$ cat src/inc/scahr_pkg.sv
// Shared constants and types for the six channel hold and readout block.
// Assumes a single system clock; converter timing is in external clock periods.
package scahr_pkg;

    // External converter clock and phase times
    localparam int EXT_CLK_NS = 200;
    localparam int CONV_TIME_NS = 3200;
    localparam int ACQ_TIME_NS = 800;
    localparam int SAMPLE_RATE_KSPS = 250;
    localparam int THROUGHPUT_NS = 1000000 / SAMPLE_RATE_KSPS;
    localparam int CONV_PERIODS = CONV_TIME_NS / EXT_CLK_NS;
    localparam int ACQ_PERIODS = ACQ_TIME_NS / EXT_CLK_NS;
    localparam int CYCLE_PERIODS = THROUGHPUT_NS / EXT_CLK_NS;

    // Geometry
    localparam int NUM_PAIRS = 3;
    localparam int NUM_CHAN = 6;
    localparam int DATA_W = 16;
    localparam int CNT_W = 5;
    localparam int SYNC_W = 10;

    // Mode codes on the three address/mode inputs, channel bounds and FIFO limits
    localparam logic [2:0] MODE_LAST_DIRECT = 3'h5;
    localparam logic [2:0] MODE_CYCLE = 3'h6;
    localparam logic [2:0] MODE_FIFO = 3'h7;
    localparam logic [2:0] CHAN_FIRST = 3'h0;
    localparam logic [2:0] CHAN_LAST = 3'h5;
    localparam logic [2:0] FIFO_PAIR_LAST = 3'h4;
    localparam logic [2:0] FIFO_ROOM_MAX = 3'h4;

    // Address word: sync pattern, valid flag, channel address
    localparam logic [11:0] ADDR_SYNC = 12'hA50;

    // Reset values
    localparam logic [DATA_W-1:0] RESULT_RESET = 16'h0000;
    localparam logic [SYNC_W-1:0] SYNC_RESET = 10'h01F;

    typedef enum logic [4:0] {
        PS_IDLE = 5'h01,
        PS_ARM = 5'h02,
        PS_CONV = 5'h04,
        PS_READY = 5'h08,
        PS_ACQ = 5'h10
    } scahr_pair_e;

endpackage

$ cat src/rtl/scahr_result_store.sv
// Six result words with channel tags and data-valid flags.
// Assumes writes come as a pair at an even base; read data is registered.
`timescale 1ns/1ns
module scahr_result_store #(
    parameter int DATA_W = 16,
    parameter int DEPTH = 6,
    parameter int AW = 3
) (
    // Clock and reset
    input wire logic clock_i,
    input wire logic rst_i,
    // Pair write
    input wire logic wr_en_i,
    input wire logic [AW-1:0] wr_base_i,
    input wire logic [DATA_W-1:0] wr_data0_i,
    input wire logic [DATA_W-1:0] wr_data1_i,
    input wire logic [2:0] wr_chan0_i,
    input wire logic [2:0] wr_chan1_i,
    // Valid clear after a read
    input wire logic clr_en_i,
    input wire logic [AW-1:0] clr_addr_i,
    // Read
    input wire logic [AW-1:0] rd_addr_i,
    output logic [DATA_W-1:0] rd_data_o,
    output logic [2:0] rd_chan_o,
    output logic rd_valid_o
);

    logic [DATA_W-1:0] data_q [DEPTH];
    logic [DATA_W-1:0] data_d [DEPTH];
    logic [2:0] chan_q [DEPTH];
    logic [2:0] chan_d [DEPTH];
    logic [DEPTH-1:0] valid_q, valid_d;
    logic [DATA_W-1:0] rdata_d;
    logic [2:0] rchan_d;
    logic rvalid_d;
    logic [AW-1:0] base1;

    assign base1 = AW'(wr_base_i + 1'b1);

    // Write after clear so a new result is never lost to a clear
    always_comb begin
        data_d = data_q;
        chan_d = chan_q;
        valid_d = valid_q;
        if (clr_en_i) begin
            valid_d[clr_addr_i] = 1'b0;
        end
        if (wr_en_i) begin
            data_d[wr_base_i] = wr_data0_i;
            data_d[base1] = wr_data1_i;
            chan_d[wr_base_i] = wr_chan0_i;
            chan_d[base1] = wr_chan1_i;
            valid_d[wr_base_i] = 1'b1;
            valid_d[base1] = 1'b1;
        end
        rdata_d = scahr_pkg::RESULT_RESET;
        rchan_d = 3'h0;
        rvalid_d = 1'b0;
        if (int'(rd_addr_i) < DEPTH) begin
            rdata_d = data_q[rd_addr_i];
            rchan_d = chan_q[rd_addr_i];
            rvalid_d = valid_q[rd_addr_i];
        end
    end

    always_ff @(posedge clock_i) begin
        if (rst_i) begin
            for (int i = 0; i < DEPTH; i++) begin
                data_q[i] <= scahr_pkg::RESULT_RESET;
                chan_q[i] <= 3'h0;
            end
            valid_q <= '0;
            rd_data_o <= scahr_pkg::RESULT_RESET;
            rd_chan_o <= 3'h0;
            rd_valid_o <= 1'b0;
        end else begin
            data_q <= data_d;
            chan_q <= chan_d;
            valid_q <= valid_d;
            rd_data_o <= rdata_d;
            rd_chan_o <= rchan_d;
            rd_valid_o <= rvalid_d;
        end
    end

endmodule

$ cat src/rtl/scahr_top.sv
// Hold, conversion timing and parallel readout for six converters in three pairs.
// Assumes pins are asynchronous and results arrive from the converter core on clock_i.
//
// How it works
// - Three active-low hold inputs, one per pair
// - Hold fall holds and converts both pair channels
// - All holds together convert all six channels
// - End-of-conversion low half period per latch
// - Conversion 16 periods, acquisition four periods
// - Full cycle lasts twenty external clock periods when the pair latches at 16.5
// - External clock sets converter timing, except that a latch held off by a read comes at the end of that read
// - Reads allowed while conversion runs
// - Six result registers, one per channel except in FIFO mode, where they hold results in latch order
// - Each read gives one sixteen-bit word
// - Mode inputs pick direct, cycle or FIFO
// - FIFO returns results in latch order
// - FIFO holds six results, three pair latches
// - Codes 0-5 direct, 6 cycle, 7 FIFO
// - Hold pulses ignored until acquisition ends and the pair is idle
// - Latch at 16.5 periods, A then B then C
// - Latch waits while a read is active
`timescale 1ns/1ns
module scahr_top (
    // Clock and reset
    input wire logic clock_i,
    input wire logic rst_i,
    // Converter clock and holds
    input wire logic conv_clk_i,
    input wire logic hold_pair_a_n_i,
    input wire logic hold_pair_b_n_i,
    input wire logic hold_pair_c_n_i,
    // Read control
    input wire logic mode_sel_bit0_i,
    input wire logic mode_sel_bit1_i,
    input wire logic mode_sel_bit2_i,
    input wire logic addr_word_en_i,
    input wire logic rd_n_i,
    input wire logic cs_n_i,
    // Converter core results, channel n at bits 16n+15..16n
    input wire logic [95:0] adc_result_i,
    // Outputs
    output logic [15:0] data_o,
    output logic data_oe_o,
    output logic eoc_n_o,
    output logic [2:0] pair_busy_o
);

    localparam int NP = scahr_pkg::NUM_PAIRS;
    localparam int DW = scahr_pkg::DATA_W;
    localparam int CW = scahr_pkg::CNT_W;
    localparam logic [CW-1:0] CONV_LAST = CW'(scahr_pkg::CONV_PERIODS);
    localparam logic [CW-1:0] ACQ_LAST = CW'(scahr_pkg::ACQ_PERIODS - 1);

    // Pin synchronisers
    logic [scahr_pkg::SYNC_W-1:0] sync1_q, sync2_q, sync3_q, pins;
    logic [2:0] hold_n, hold_prev, hold_fall, mode;
    logic ext_clk, ext_prev, rise_en, fall_en;
    logic rd_n, cs_n, add_en, read_act, read_prev, rd_end;

    assign pins = {conv_clk_i, addr_word_en_i, mode_sel_bit2_i, mode_sel_bit1_i,
                   mode_sel_bit0_i, cs_n_i, rd_n_i,
                   hold_pair_c_n_i, hold_pair_b_n_i, hold_pair_a_n_i};

    always_ff @(posedge clock_i) begin
        if (rst_i) begin
            sync1_q <= scahr_pkg::SYNC_RESET;
            sync2_q <= scahr_pkg::SYNC_RESET;
            sync3_q <= scahr_pkg::SYNC_RESET;
        end else begin
            sync1_q <= pins;
            sync2_q <= sync1_q;
            sync3_q <= sync2_q;
        end
    end

    assign {ext_clk, add_en, mode, cs_n, rd_n, hold_n} = sync2_q;
    assign ext_prev = sync3_q[9];
    assign hold_prev = sync3_q[2:0];
    assign rise_en = ext_clk & ~ext_prev;
    assign fall_en = ~ext_clk & ext_prev;
    assign hold_fall = hold_prev & ~hold_n;
    assign read_act = ~rd_n & ~cs_n;
    assign read_prev = ~sync3_q[4] & ~sync3_q[3];
    assign rd_end = read_prev & ~read_act;

    // Pair state
    scahr_pkg::scahr_pair_e state_q [NP];
    scahr_pkg::scahr_pair_e state_d [NP];
    logic [CW-1:0] cnt_q [NP];
    logic [CW-1:0] cnt_d [NP];
    logic [NP-1:0] req, grant;
    logic latch_ok;

    // Latch only outside a read; priority A, B, C gives the one-period stagger
    assign latch_ok = ~read_act & (fall_en | rd_end);

    always_comb begin
        for (int p = 0; p < NP; p++) begin
            req[p] = (state_q[p] == scahr_pkg::PS_READY) ||
                     (state_q[p] == scahr_pkg::PS_CONV && fall_en &&
                      cnt_q[p] == CONV_LAST);
        end
        grant[0] = latch_ok & req[0];
        grant[1] = latch_ok & req[1] & ~req[0];
        grant[2] = latch_ok & req[2] & ~req[1] & ~req[0];
    end

    always_comb begin
        for (int p = 0; p < NP; p++) begin
            state_d[p] = state_q[p];
            cnt_d[p] = cnt_q[p];
            case (state_q[p])
                scahr_pkg::PS_IDLE: begin
                    if (hold_fall[p]) begin
                        state_d[p] = scahr_pkg::PS_ARM;
                    end
                end
                scahr_pkg::PS_ARM: begin
                    if (rise_en) begin
                        state_d[p] = scahr_pkg::PS_CONV;
                        cnt_d[p] = '0;
                    end
                end
                scahr_pkg::PS_CONV: begin
                    if (fall_en) begin
                        if (cnt_q[p] == CONV_LAST) begin
                            state_d[p] = grant[p] ? scahr_pkg::PS_ACQ : scahr_pkg::PS_READY;
                            cnt_d[p] = '0;
                        end else begin
                            cnt_d[p] = CW'(cnt_q[p] + 1'b1);
                        end
                    end
                end
                scahr_pkg::PS_READY: begin
                    if (grant[p]) begin
                        state_d[p] = scahr_pkg::PS_ACQ;
                        cnt_d[p] = '0;
                    end
                end
                scahr_pkg::PS_ACQ: begin
                    if (rise_en) begin
                        if (cnt_q[p] == ACQ_LAST) begin
                            state_d[p] = scahr_pkg::PS_IDLE;
                        end else begin
                            cnt_d[p] = CW'(cnt_q[p] + 1'b1);
                        end
                    end
                end
                default: begin
                    state_d[p] = scahr_pkg::PS_IDLE;
                    cnt_d[p] = '0;
                end
            endcase
        end
    end
    // Holds outside IDLE have no effect above

    // Read pointers and write selection
    logic [2:0] cyc_ptr_q, cyc_ptr_d, rptr_q, rptr_d, wptr_q, wptr_d;
    logic [2:0] count_q, count_d, raddr, wr_base, sel_pair, chan0;
    logic data_phase_q, data_phase_d, stream, fifo_mode, addr_phase;
    logic advance, pop, push, clr_en, wr_en, latch_any;
    logic [DW-1:0] wr_data0, wr_data1, mem_data, word;
    logic [2:0] mem_chan;
    logic mem_valid;

    assign fifo_mode = (mode == scahr_pkg::MODE_FIFO);
    assign stream = (mode == scahr_pkg::MODE_CYCLE) | fifo_mode;
    assign addr_phase = stream & add_en & ~data_phase_q;
    assign latch_any = |grant;

    always_comb begin
        sel_pair = 3'h0;
        if (grant[1]) begin
            sel_pair = 3'h1;
        end else if (grant[2]) begin
            sel_pair = 3'h2;
        end
        chan0 = 3'(sel_pair << 1);
        wr_data0 = adc_result_i[int'(chan0) * DW +: DW];
        wr_data1 = adc_result_i[(int'(chan0) + 1) * DW +: DW];
        push = latch_any & fifo_mode & (count_q <= scahr_pkg::FIFO_ROOM_MAX);
        wr_en = latch_any & (~fifo_mode | push);
        wr_base = fifo_mode ? wptr_q : chan0;
        if (mode <= scahr_pkg::MODE_LAST_DIRECT) begin
            raddr = mode;
        end else if (fifo_mode) begin
            raddr = rptr_q;
        end else begin
            raddr = cyc_ptr_q;
        end
        advance = rd_end & (~stream | ~add_en | data_phase_q);
        pop = advance & fifo_mode & (count_q != 3'h0);
        clr_en = advance & (~fifo_mode | pop);
        cyc_ptr_d = cyc_ptr_q;
        if (advance && mode == scahr_pkg::MODE_CYCLE) begin
            cyc_ptr_d = (cyc_ptr_q == scahr_pkg::CHAN_LAST) ? scahr_pkg::CHAN_FIRST
                                                            : 3'(cyc_ptr_q + 1'b1);
        end
        rptr_d = rptr_q;
        if (pop) begin
            rptr_d = (rptr_q == scahr_pkg::CHAN_LAST) ? scahr_pkg::CHAN_FIRST
                                                      : 3'(rptr_q + 1'b1);
        end
        wptr_d = wptr_q;
        if (push) begin
            wptr_d = (wptr_q == scahr_pkg::FIFO_PAIR_LAST) ? scahr_pkg::CHAN_FIRST
                                                           : 3'(wptr_q + 3'h2);
        end
        count_d = 3'(count_q + (push ? 3'h2 : 3'h0) - (pop ? 3'h1 : 3'h0));
        data_phase_d = data_phase_q;
        if (!stream || !add_en) begin
            data_phase_d = 1'b0;
        end else if (rd_end) begin
            data_phase_d = ~data_phase_q;
        end
    end

    scahr_result_store #(
        .DATA_W(DW),
        .DEPTH(scahr_pkg::NUM_CHAN),
        .AW(3)
    ) u_store (
        .clock_i(clock_i),
        .rst_i(rst_i),
        .wr_en_i(wr_en),
        .wr_base_i(wr_base),
        .wr_data0_i(wr_data0),
        .wr_data1_i(wr_data1),
        .wr_chan0_i(chan0),
        .wr_chan1_i(3'(chan0 + 1'b1)),
        .clr_en_i(clr_en),
        .clr_addr_i(raddr),
        .rd_addr_i(raddr),
        .rd_data_o(mem_data),
        .rd_chan_o(mem_chan),
        .rd_valid_o(mem_valid)
    );

    // Output word and strobes
    logic [DW-1:0] data_q, data_d;
    logic oe_q, oe_d, eoc_n_q, eoc_n_d;
    logic [NP-1:0] busy_q, busy_d;

    always_comb begin
        word = addr_phase ? {scahr_pkg::ADDR_SYNC, mem_valid, mem_chan}
                          : mem_data;
        data_d = read_act ? word : data_q;
        oe_d = read_act;
        eoc_n_d = eoc_n_q;
        if (latch_any) begin
            eoc_n_d = 1'b0;
        end else if (rise_en | fall_en) begin
            eoc_n_d = 1'b1;
        end
        for (int p = 0; p < NP; p++) begin
            busy_d[p] = (state_d[p] != scahr_pkg::PS_IDLE);
        end
    end

    always_ff @(posedge clock_i) begin
        if (rst_i) begin
            for (int p = 0; p < NP; p++) begin
                state_q[p] <= scahr_pkg::PS_IDLE;
                cnt_q[p] <= '0;
            end
            cyc_ptr_q <= scahr_pkg::CHAN_FIRST;
            rptr_q <= scahr_pkg::CHAN_FIRST;
            wptr_q <= scahr_pkg::CHAN_FIRST;
            count_q <= 3'h0;
            data_phase_q <= 1'b0;
            data_q <= scahr_pkg::RESULT_RESET;
            oe_q <= 1'b0;
            eoc_n_q <= 1'b1;
            busy_q <= '0;
        end else begin
            state_q <= state_d;
            cnt_q <= cnt_d;
            cyc_ptr_q <= cyc_ptr_d;
            rptr_q <= rptr_d;
            wptr_q <= wptr_d;
            count_q <= count_d;
            data_phase_q <= data_phase_d;
            data_q <= data_d;
            oe_q <= oe_d;
            eoc_n_q <= eoc_n_d;
            busy_q <= busy_d;
        end
    end

    assign data_o = data_q;
    assign data_oe_o = oe_q;
    assign eoc_n_o = eoc_n_q;
    assign pair_busy_o = busy_q;

endmodule

$ cat config.mk
export PLATFORM = sky130hd
export DESIGN_NAME = scahr_top
export DESIGN_NICKNAME = d
export VERILOG_FILES = /design/src/inc/scahr_pkg.sv /design/src/rtl/scahr_result_store.sv /design/src/rtl/scahr_top.sv
export SDC_FILE = /design/constraint.sdc
export NUM_CORES = 1
export LEC_CHECK = 0
export ABC_CLOCK_PERIOD_IN_PS = 9200
export BUFFER_PORTS_ARGS = -buffer_cell sky130_fd_sc_hd__buf_2
export CAP_MARGIN = 10
export CORE_MARGIN = 2
export CORE_UTILIZATION = 40
export DETAILED_ROUTE_END_ITERATION = 6
export HOLD_SLACK_MARGIN = 0.06
export PLACE_DENSITY = 0.62
export SLEW_MARGIN = 30
export SYNTH_ARGS = -nofsm -noshare
export SYNTH_HDL_FRONTEND = slang
export SYNTH_HIERARCHICAL = 1
export SYNTH_SLANG_ARGS = --single-unit
$ cat constraint.sdc
create_clock -name clock_i -period 9.2 [get_ports clock_i]
set_input_delay 1.38 -clock clock_i [delete_from_list [all_inputs] [get_ports clock_i]]
set_output_delay 1.38 -clock clock_i [all_outputs]
set_load 0.1 [all_outputs]
---- After elaboration in Yosys (flattened, before gate mapping) ----
Cells that the tools add are included.
storage, ports and cells
  register bits ........................... 234
  output and inout bits ................... 21
  logic and storage cells ................. 272
operators by class
  add/sub/neg operators ................... 11
  $lt $le $gt $ge ......................... 14
  equal/unequal tests ..................... 44
  shift operators ......................... 2
  multiplexer cells ....................... 87
  bitwise operators ....................... 54
  reductions and logical operators ........ 26
operators with widths
  kind                 number
  $mux 5               40
  $bwmux 96            2
  $pmux 5 s5           6
  $demux 16 s3         2
  $shiftx 96x8->16     1
  $shiftx 96x9->16     1
  $mux 16              5
  $bmux 16 s3          1
  $bwmux 18            2
  $eq 5x2->1 const B   6
  $eq 5x5->1 const B   6
  $mux 3               10
  $ne 2x2->1 const B   15
  $and 1x1->1          21
  $demux 3 s3          2
  $reduce_and 6->1     3
  $not 1->1            17
  $add 5x1->5 const B  3
  $eq 3x3->1 const B   5
  $eq 5x1->1 const B   3
  $eq 5x3->1 const B   3
  $eq 5x4->1 const B   3
  $ne 5x1->1 const B   3
  $add 3x1->3 const B  4
  other kinds (30)     74

---- Longest topological paths before layout ----
  depth in word-level cells ............... 19
  depth in mapped cells ................... 16
  gate-level depth less buffers ........... 12

---- By module ----
The synthesis kept the hierarchy.
modules (own cells, without submodules)
  module              times used  cells an instance  area an instance (µm²)  seq. area each (µm²)
  scahr_result_store  1           781                7225.7                  2802.7
  scahr_top           1           585                4798.4                  1781.7

---- Worst setup path before layout ----
Ideal clock, no wire load.
  path kind ............................... flip-flop to flip-flop
  from .................................... reg cnt_q[5] in the netlist's numbering
  to ...................................... reg u_store/data_q[37] in the netlist's numbering
  library setup time ...................... 0.095 ns
  data arrival time ....................... 3.397 ns
  required time ........................... 9.105 ns
  slack ................................... 5.707 ns
  cell stages (with the launch flop) ...... 14
  period minus slack after synthesis ...... 3.493 ns
  cell sequence ........................... dfxtp_1 > inv_1 > ha_1 > nor4bb_1 > nand2_1 > o22ai_4 > nand2_4 > buf_6 > o21ai_0 > ha_1 > nor2b_1 > nand3_1 > clkbuf_1 > a221oi_1
RTL lines
  what                                                                       RTL line                                            text
  start, declared                                                            scahr_top.sv:89                                     logic [CW-1:0] cnt_q [NP];
  start signal, assigned                                                     scahr_top.sv:278                                    cnt_q <= cnt_d;
  $eq 5x5->1 *                                                               scahr_top.sv:101                                    cnt_q[p] == CONV_LAST);
  $logic_and 1x1->1 *                                                        scahr_top.sv:100                                    (state_q[p] == scahr_pkg::PS_CONV && fall_en &&
  $logic_or 1x1->1 *                                                         scahr_top.sv:99                                     req[p] = (state_q[p] == scahr_pkg::PS_READY) ||
  $and 1x1->1 * (2 in a row)                                                 scahr_top.sv:104                                    grant[1] = latch_ok & req[1] & ~req[0];
  $mux 2 *                                                                   scahr_top.sv:174                                    if (grant[1]) begin
  $mux 3 *                                                                   scahr_top.sv:184                                    wr_base = fifo_mode ? wptr_q : chan0;
  named net wr_base[1]                                                       scahr_top.sv:160                                    logic [2:0] count_q, count_d, raddr, wr_base, sel_pair, chan0;
  $add 3x1->3 / $not 3->4 (equally long branches)                            scahr_result_store.sv:39, scahr_result_store.sv:50
  $not 3->4 (implied by the code) (tied with other cells)                    scahr_result_store.sv:51                            data_d[base1] = wr_data1_i;
  $ge 4x4->1 (implied by the code) (tied with other cells)                   scahr_result_store.sv:51
  $logic_and 1x1->1 (implied by the code) / $mux 16 (equally long branches)  scahr_result_store.sv:51, scahr_result_store.sv:50
  $mux 16 (implied by the code) / $demux 16 s3 (equally long branches)       scahr_result_store.sv:51, scahr_result_store.sv:50
  $demux 16 s3 / $bwmux 96 (equally long branches)                           scahr_result_store.sv:51, scahr_result_store.sv:50
  $bwmux 96 *                                                                scahr_result_store.sv:51
  end signal, assigned by index                                              scahr_result_store.sv:70                            data_q[i] <= scahr_pkg::RESULT_RESET;
  end signal, assigned                                                       scahr_result_store.sv:78                            data_q <= data_d;
  end, declared                                                              scahr_result_store.sv:29                            logic [DATA_W-1:0] data_q [DEPTH];
The timed path passes the listed nets; every way through them passes the cells marked *.
A chain may end at the register's enable or synchronous reset.

---- Worst setup path in the final report ----
  from .................................... reg cnt_q[5] in the netlist's numbering
  to ...................................... reg u_store/data_q[42] in the netlist's numbering
between the ends
  longest elaborated chain between the ends .. 16
RTL lines
  what                                                                       RTL line                                            text
  $eq 5x5->1 *                                                               scahr_top.sv:101
  $logic_and 1x1->1 *                                                        scahr_top.sv:100
  $logic_or 1x1->1 *                                                         scahr_top.sv:99
  $not 1->1                                                                  scahr_top.sv:105                                    grant[2] = latch_ok & req[2] & ~req[1] & ~req[0];
  $and 1x1->1 (2 in a row)                                                   scahr_top.sv:105
  $mux 2                                                                     scahr_top.sv:176                                    end else if (grant[2]) begin
  $mux 2 *                                                                   scahr_top.sv:174
  $mux 3 *                                                                   scahr_top.sv:184
  named net wr_base[2]                                                       scahr_top.sv:160
  $add 3x1->3 / $not 3->4 (equally long branches)                            scahr_result_store.sv:39, scahr_result_store.sv:50
  $not 3->4 (implied by the code) (tied with other cells)                    scahr_result_store.sv:51
  $ge 4x4->1 (implied by the code) (tied with other cells)                   scahr_result_store.sv:51
  $logic_and 1x1->1 (implied by the code) / $mux 16 (equally long branches)  scahr_result_store.sv:51, scahr_result_store.sv:50
  $mux 16 (implied by the code) / $demux 16 s3 (equally long branches)       scahr_result_store.sv:51, scahr_result_store.sv:50
  $demux 16 s3 / $bwmux 96 (equally long branches)                           scahr_result_store.sv:51, scahr_result_store.sv:50
  $bwmux 96 *                                                                scahr_result_store.sv:51
Marks and branches as above.

==> impl_metrics.json <==
{
  "status": "finished with violations",
  "failed_checks": "slew limit",
  "synth_cell_types": 83,
  "cts_made_buffers": 25,
  "yosys_warnings": 6,
  "final_util_pct": 45.8,
  "dieWidth_um": 177,
  "clkLatencyLatePin_ns": 0.53,
  "grt_pass1_vias": 10600,
  "globalplace.congestion": 0.835,
  "drt_pass1_iterations": 5,
  "syn_inst": 1366,
  "synth-seq-cells": 229,
  "finalClockSkew_ns": 0.0138,
  "min_path_type": "register to register",
  "slew_viol_final": 81,
  "area_growth_pct": 12.8,
  "wl_mm": 34.7,
  "die_y_um": 177,
  "worstSetupStartpointType": "register",
  "start_util_pct": 40.6,
  "dp_cells": 1776,
  "diodes": 0,
  "synth_async_sr_flop_share_pct": 0,
  "synth_ff_type": "dfxtp_1",
  "rsz0062_at_grt": "false",
  "whs_path_depth": 1,
  "die_area_mm2": 0.0315,
  "power_leakage_uw": 0.00500,
  "syn_area_mm2": 0.0120,
  "grt_pass1_wl_mm": 54.9,
  "fill_cells": 2954,
  "crit_fanout": 88,
  "cts_tree": "built",
  "criticalPathCategory": "register to register",
  "synth_largest_area_cell": "dfxtp_1",
  "layoutNonFillerInstCount": 1820,
  "wl_per_cell_um": 19.1,
  "worst-endpoint-required_ns": 9.62,
  "finalSetupTns_ns": 0,
  "tightest_slew_ns": 3.60,
  "maxCapViolCount": 0,
  "synth_common_cells": "229 x dfxtp_1, 187 x nor2_1, 115 x a32oi_1, 114 x a221oi_1, 96 x a21oi_1",
  "fin_crit_ns": 4.76,
  "hold_violations": 0,
  "reg2reg_slack_ns": 4.44,
  "holdCritStartpoint": "sync1_q[0]",
  "cts-root-buf": "clkbuf_16",
  "cts_max_level": 1,
  "grt_usage_pct": 21.5,
  "synth_area_leaders": "dfxtp_1 38%, a32oi_1 8.4%, a221oi_1 8.3%",
  "core_mm2": 0.0296,
  "arrival_ns": 5.18,
  "grt-busiest-layer": "met2",
  "path_clk_slew_ns": 0.06,
  "grtUsageMet1_pct": 25.5,
  "cts_resized": 0,
  "cp-end-kind": "register",
  "yosysSeqAreaShare_pct": 38.1,
  "finalCritPeriodShare_pct": 51.7,
  "pin_count": 129,
  "r2r-start": "cnt_q[5]",
  "hpwlAfterDp_mm": 23.2,
  "clockBufferDepth": 3,
  "avgSynthCellArea_um2": 8.80,
  "antenna_found_initial": 0,
  "relSlewSlack_pct": -144,
  "max-vdd-ir-drop_mv": 0.129,
  "ant_nets": 0,
  "hold_buffers": 0,
  "reg2reg_to": "u_store/data_q[42]",
  "holdWs_ns": 0.410,
  "netlist.area_leader.share_pct": 38.1,
  "worstHoldEndpoint": "sync2_q[0]",
  "final_nets": 1535,
  "routed_via_density": 5.96,
  "rows": 63,
  "reg2regPathDepth": 12,
  "grt_use_met3_pct": 2.40,
  "fmax_mhz": 210,
  "clock-sinks": 229,
  "p_per_area_mw_per_mm2": 158,
  "first_iter_violations": 965,
  "vias": 10900,
  "post_cts_buffers": 0,
  "grt_max_degree": 112,
  "finalSetupViolations": 0,
  "yosysMostFrequentCell": "dfxtp_1",
  "drive_above_1_share_pct": 20.5,
  "io_buffers": 128,
  "synth_edf_count": 0,
  "met2_usage_pct": 38.8,
  "grt-ovfl-total": 0,
  "drc": 0
}
[metrics by stage]
stage	total power, uW	instance area [um^2]	worst slack [ns]
detailed placement	1180	12700	4.57
global route	2210	13600	4.14
floorplan	1130	12100	5.71
CTS	2160	13600	4.53
finish	2140	13600	4.44
global placement	1170	12700	4.79
[worst max-delay path by stage]
stage                from            endpoint  slack [ns]  cells past startpoint
2_1_floorplan    cnt_q[5]  u_store/data_q[37]        5.71                     13
3_3_place_gp     cnt_q[5]  u_store/data_q[42]        4.79                     12
3_5_place_dp   sync2_q[4]  u_store/data_q[38]        4.57                     11
4_1_cts        sync2_q[4]  u_store/data_q[42]        4.53                     11
5_1_grt          cnt_q[5]  u_store/data_q[36]        4.14                     12
6_report         cnt_q[5]  u_store/data_q[42]        4.44                     12
[cell families after synthesis]
family,share of synthesized area (%)
AOI/OAI and AO/OA,26.7
xor gates and xnor gates,1.07
adders and majority gates,1.46
buffers and inverters,5.64
DFF,38.1
muxes,8.78
other,0.0625
and+or+nand+nor,18.2
[cells in the final DEF, fill, tap and decap left out, types with 5 or more instances in the layout]
cell       Yosys  final
dfxtp_1      229    229
nor2_1       187    185
buf_2         48    127
a32oi_1      115    115
a221oi_1     114    114
a21oi_1       96     96
nand2_1       61     61
mux2_2        60     60
nor2b_1       48     47
mux2i_1       38     38
clkbuf_16      0     25
o21ai_0       27     24
inv_1         22     22
nor3_1        20     20
a22oi_1       20     20
nand3_1       19     18
or2_2         16     16
ha_1          14     14
buf_4          3     14
conb_1         2     11
nand2b_1      10     10
clkbuf_8       0     10
a21o_1         8      8
or3_1          8      8
and3_1         6      6
xor2_1         6      6
clkbuf_1      66      6
o31ai_1        5      5
xnor2_1        5      5
[power breakdown]
part	switching [uW]	internal [uW]	total, uW	leakage (uW)
Clock	404	579	984	0.000400
Sequential	5.95	1000	1010	0.00185
Combinational	98.1	53.9	152	0.00275
Total	508	1630	2140	0.00500
[registers in the layout, summed over array words and instances, names as in the netlist, 10 cells and up]
name               cells
u_store/data_q        96
sync1_q               10
sync2_q               10
state_q               15
u_store/rd_data_o     16
u_store/chan_q        18
data_o                16
cnt_q                 15
[layout make-up]
class	count	area, um^2	area share (%)
clock buffers	41	786	5.79
clock inverters	3	22.5	0.166
inverters	22	82.6	0.609
multi-input cells	993	6850	50.5
flip-flops and latches	229	4580	33.8
well taps	390	488	3.60
repair buffers	142	752	5.54
[metal layers]
layer,wire [um],vias up,part of all wire (%)
li1,-,5262,-
met1,14100,5150,41
met2,17600,336,51
met3,1460,103,4.2
met4,1490,0,4.3
met5,0,-,0
[critical path: stages (launching register included)]
cell and delay, ns:
dfxtp_1 0.34, inv_1 0.07, ha_1 0.14, nor4bb_1 0.61, a31oi_1 0.26, nand3_2 0.10, buf_4 0.50, o21ai_1 0.11
buf_4 0.23, xnor2_4 0.16, buf_4 0.71, nand3_1 0.80, a221oi_1 0.53
(Power assumes the default switching activity.)
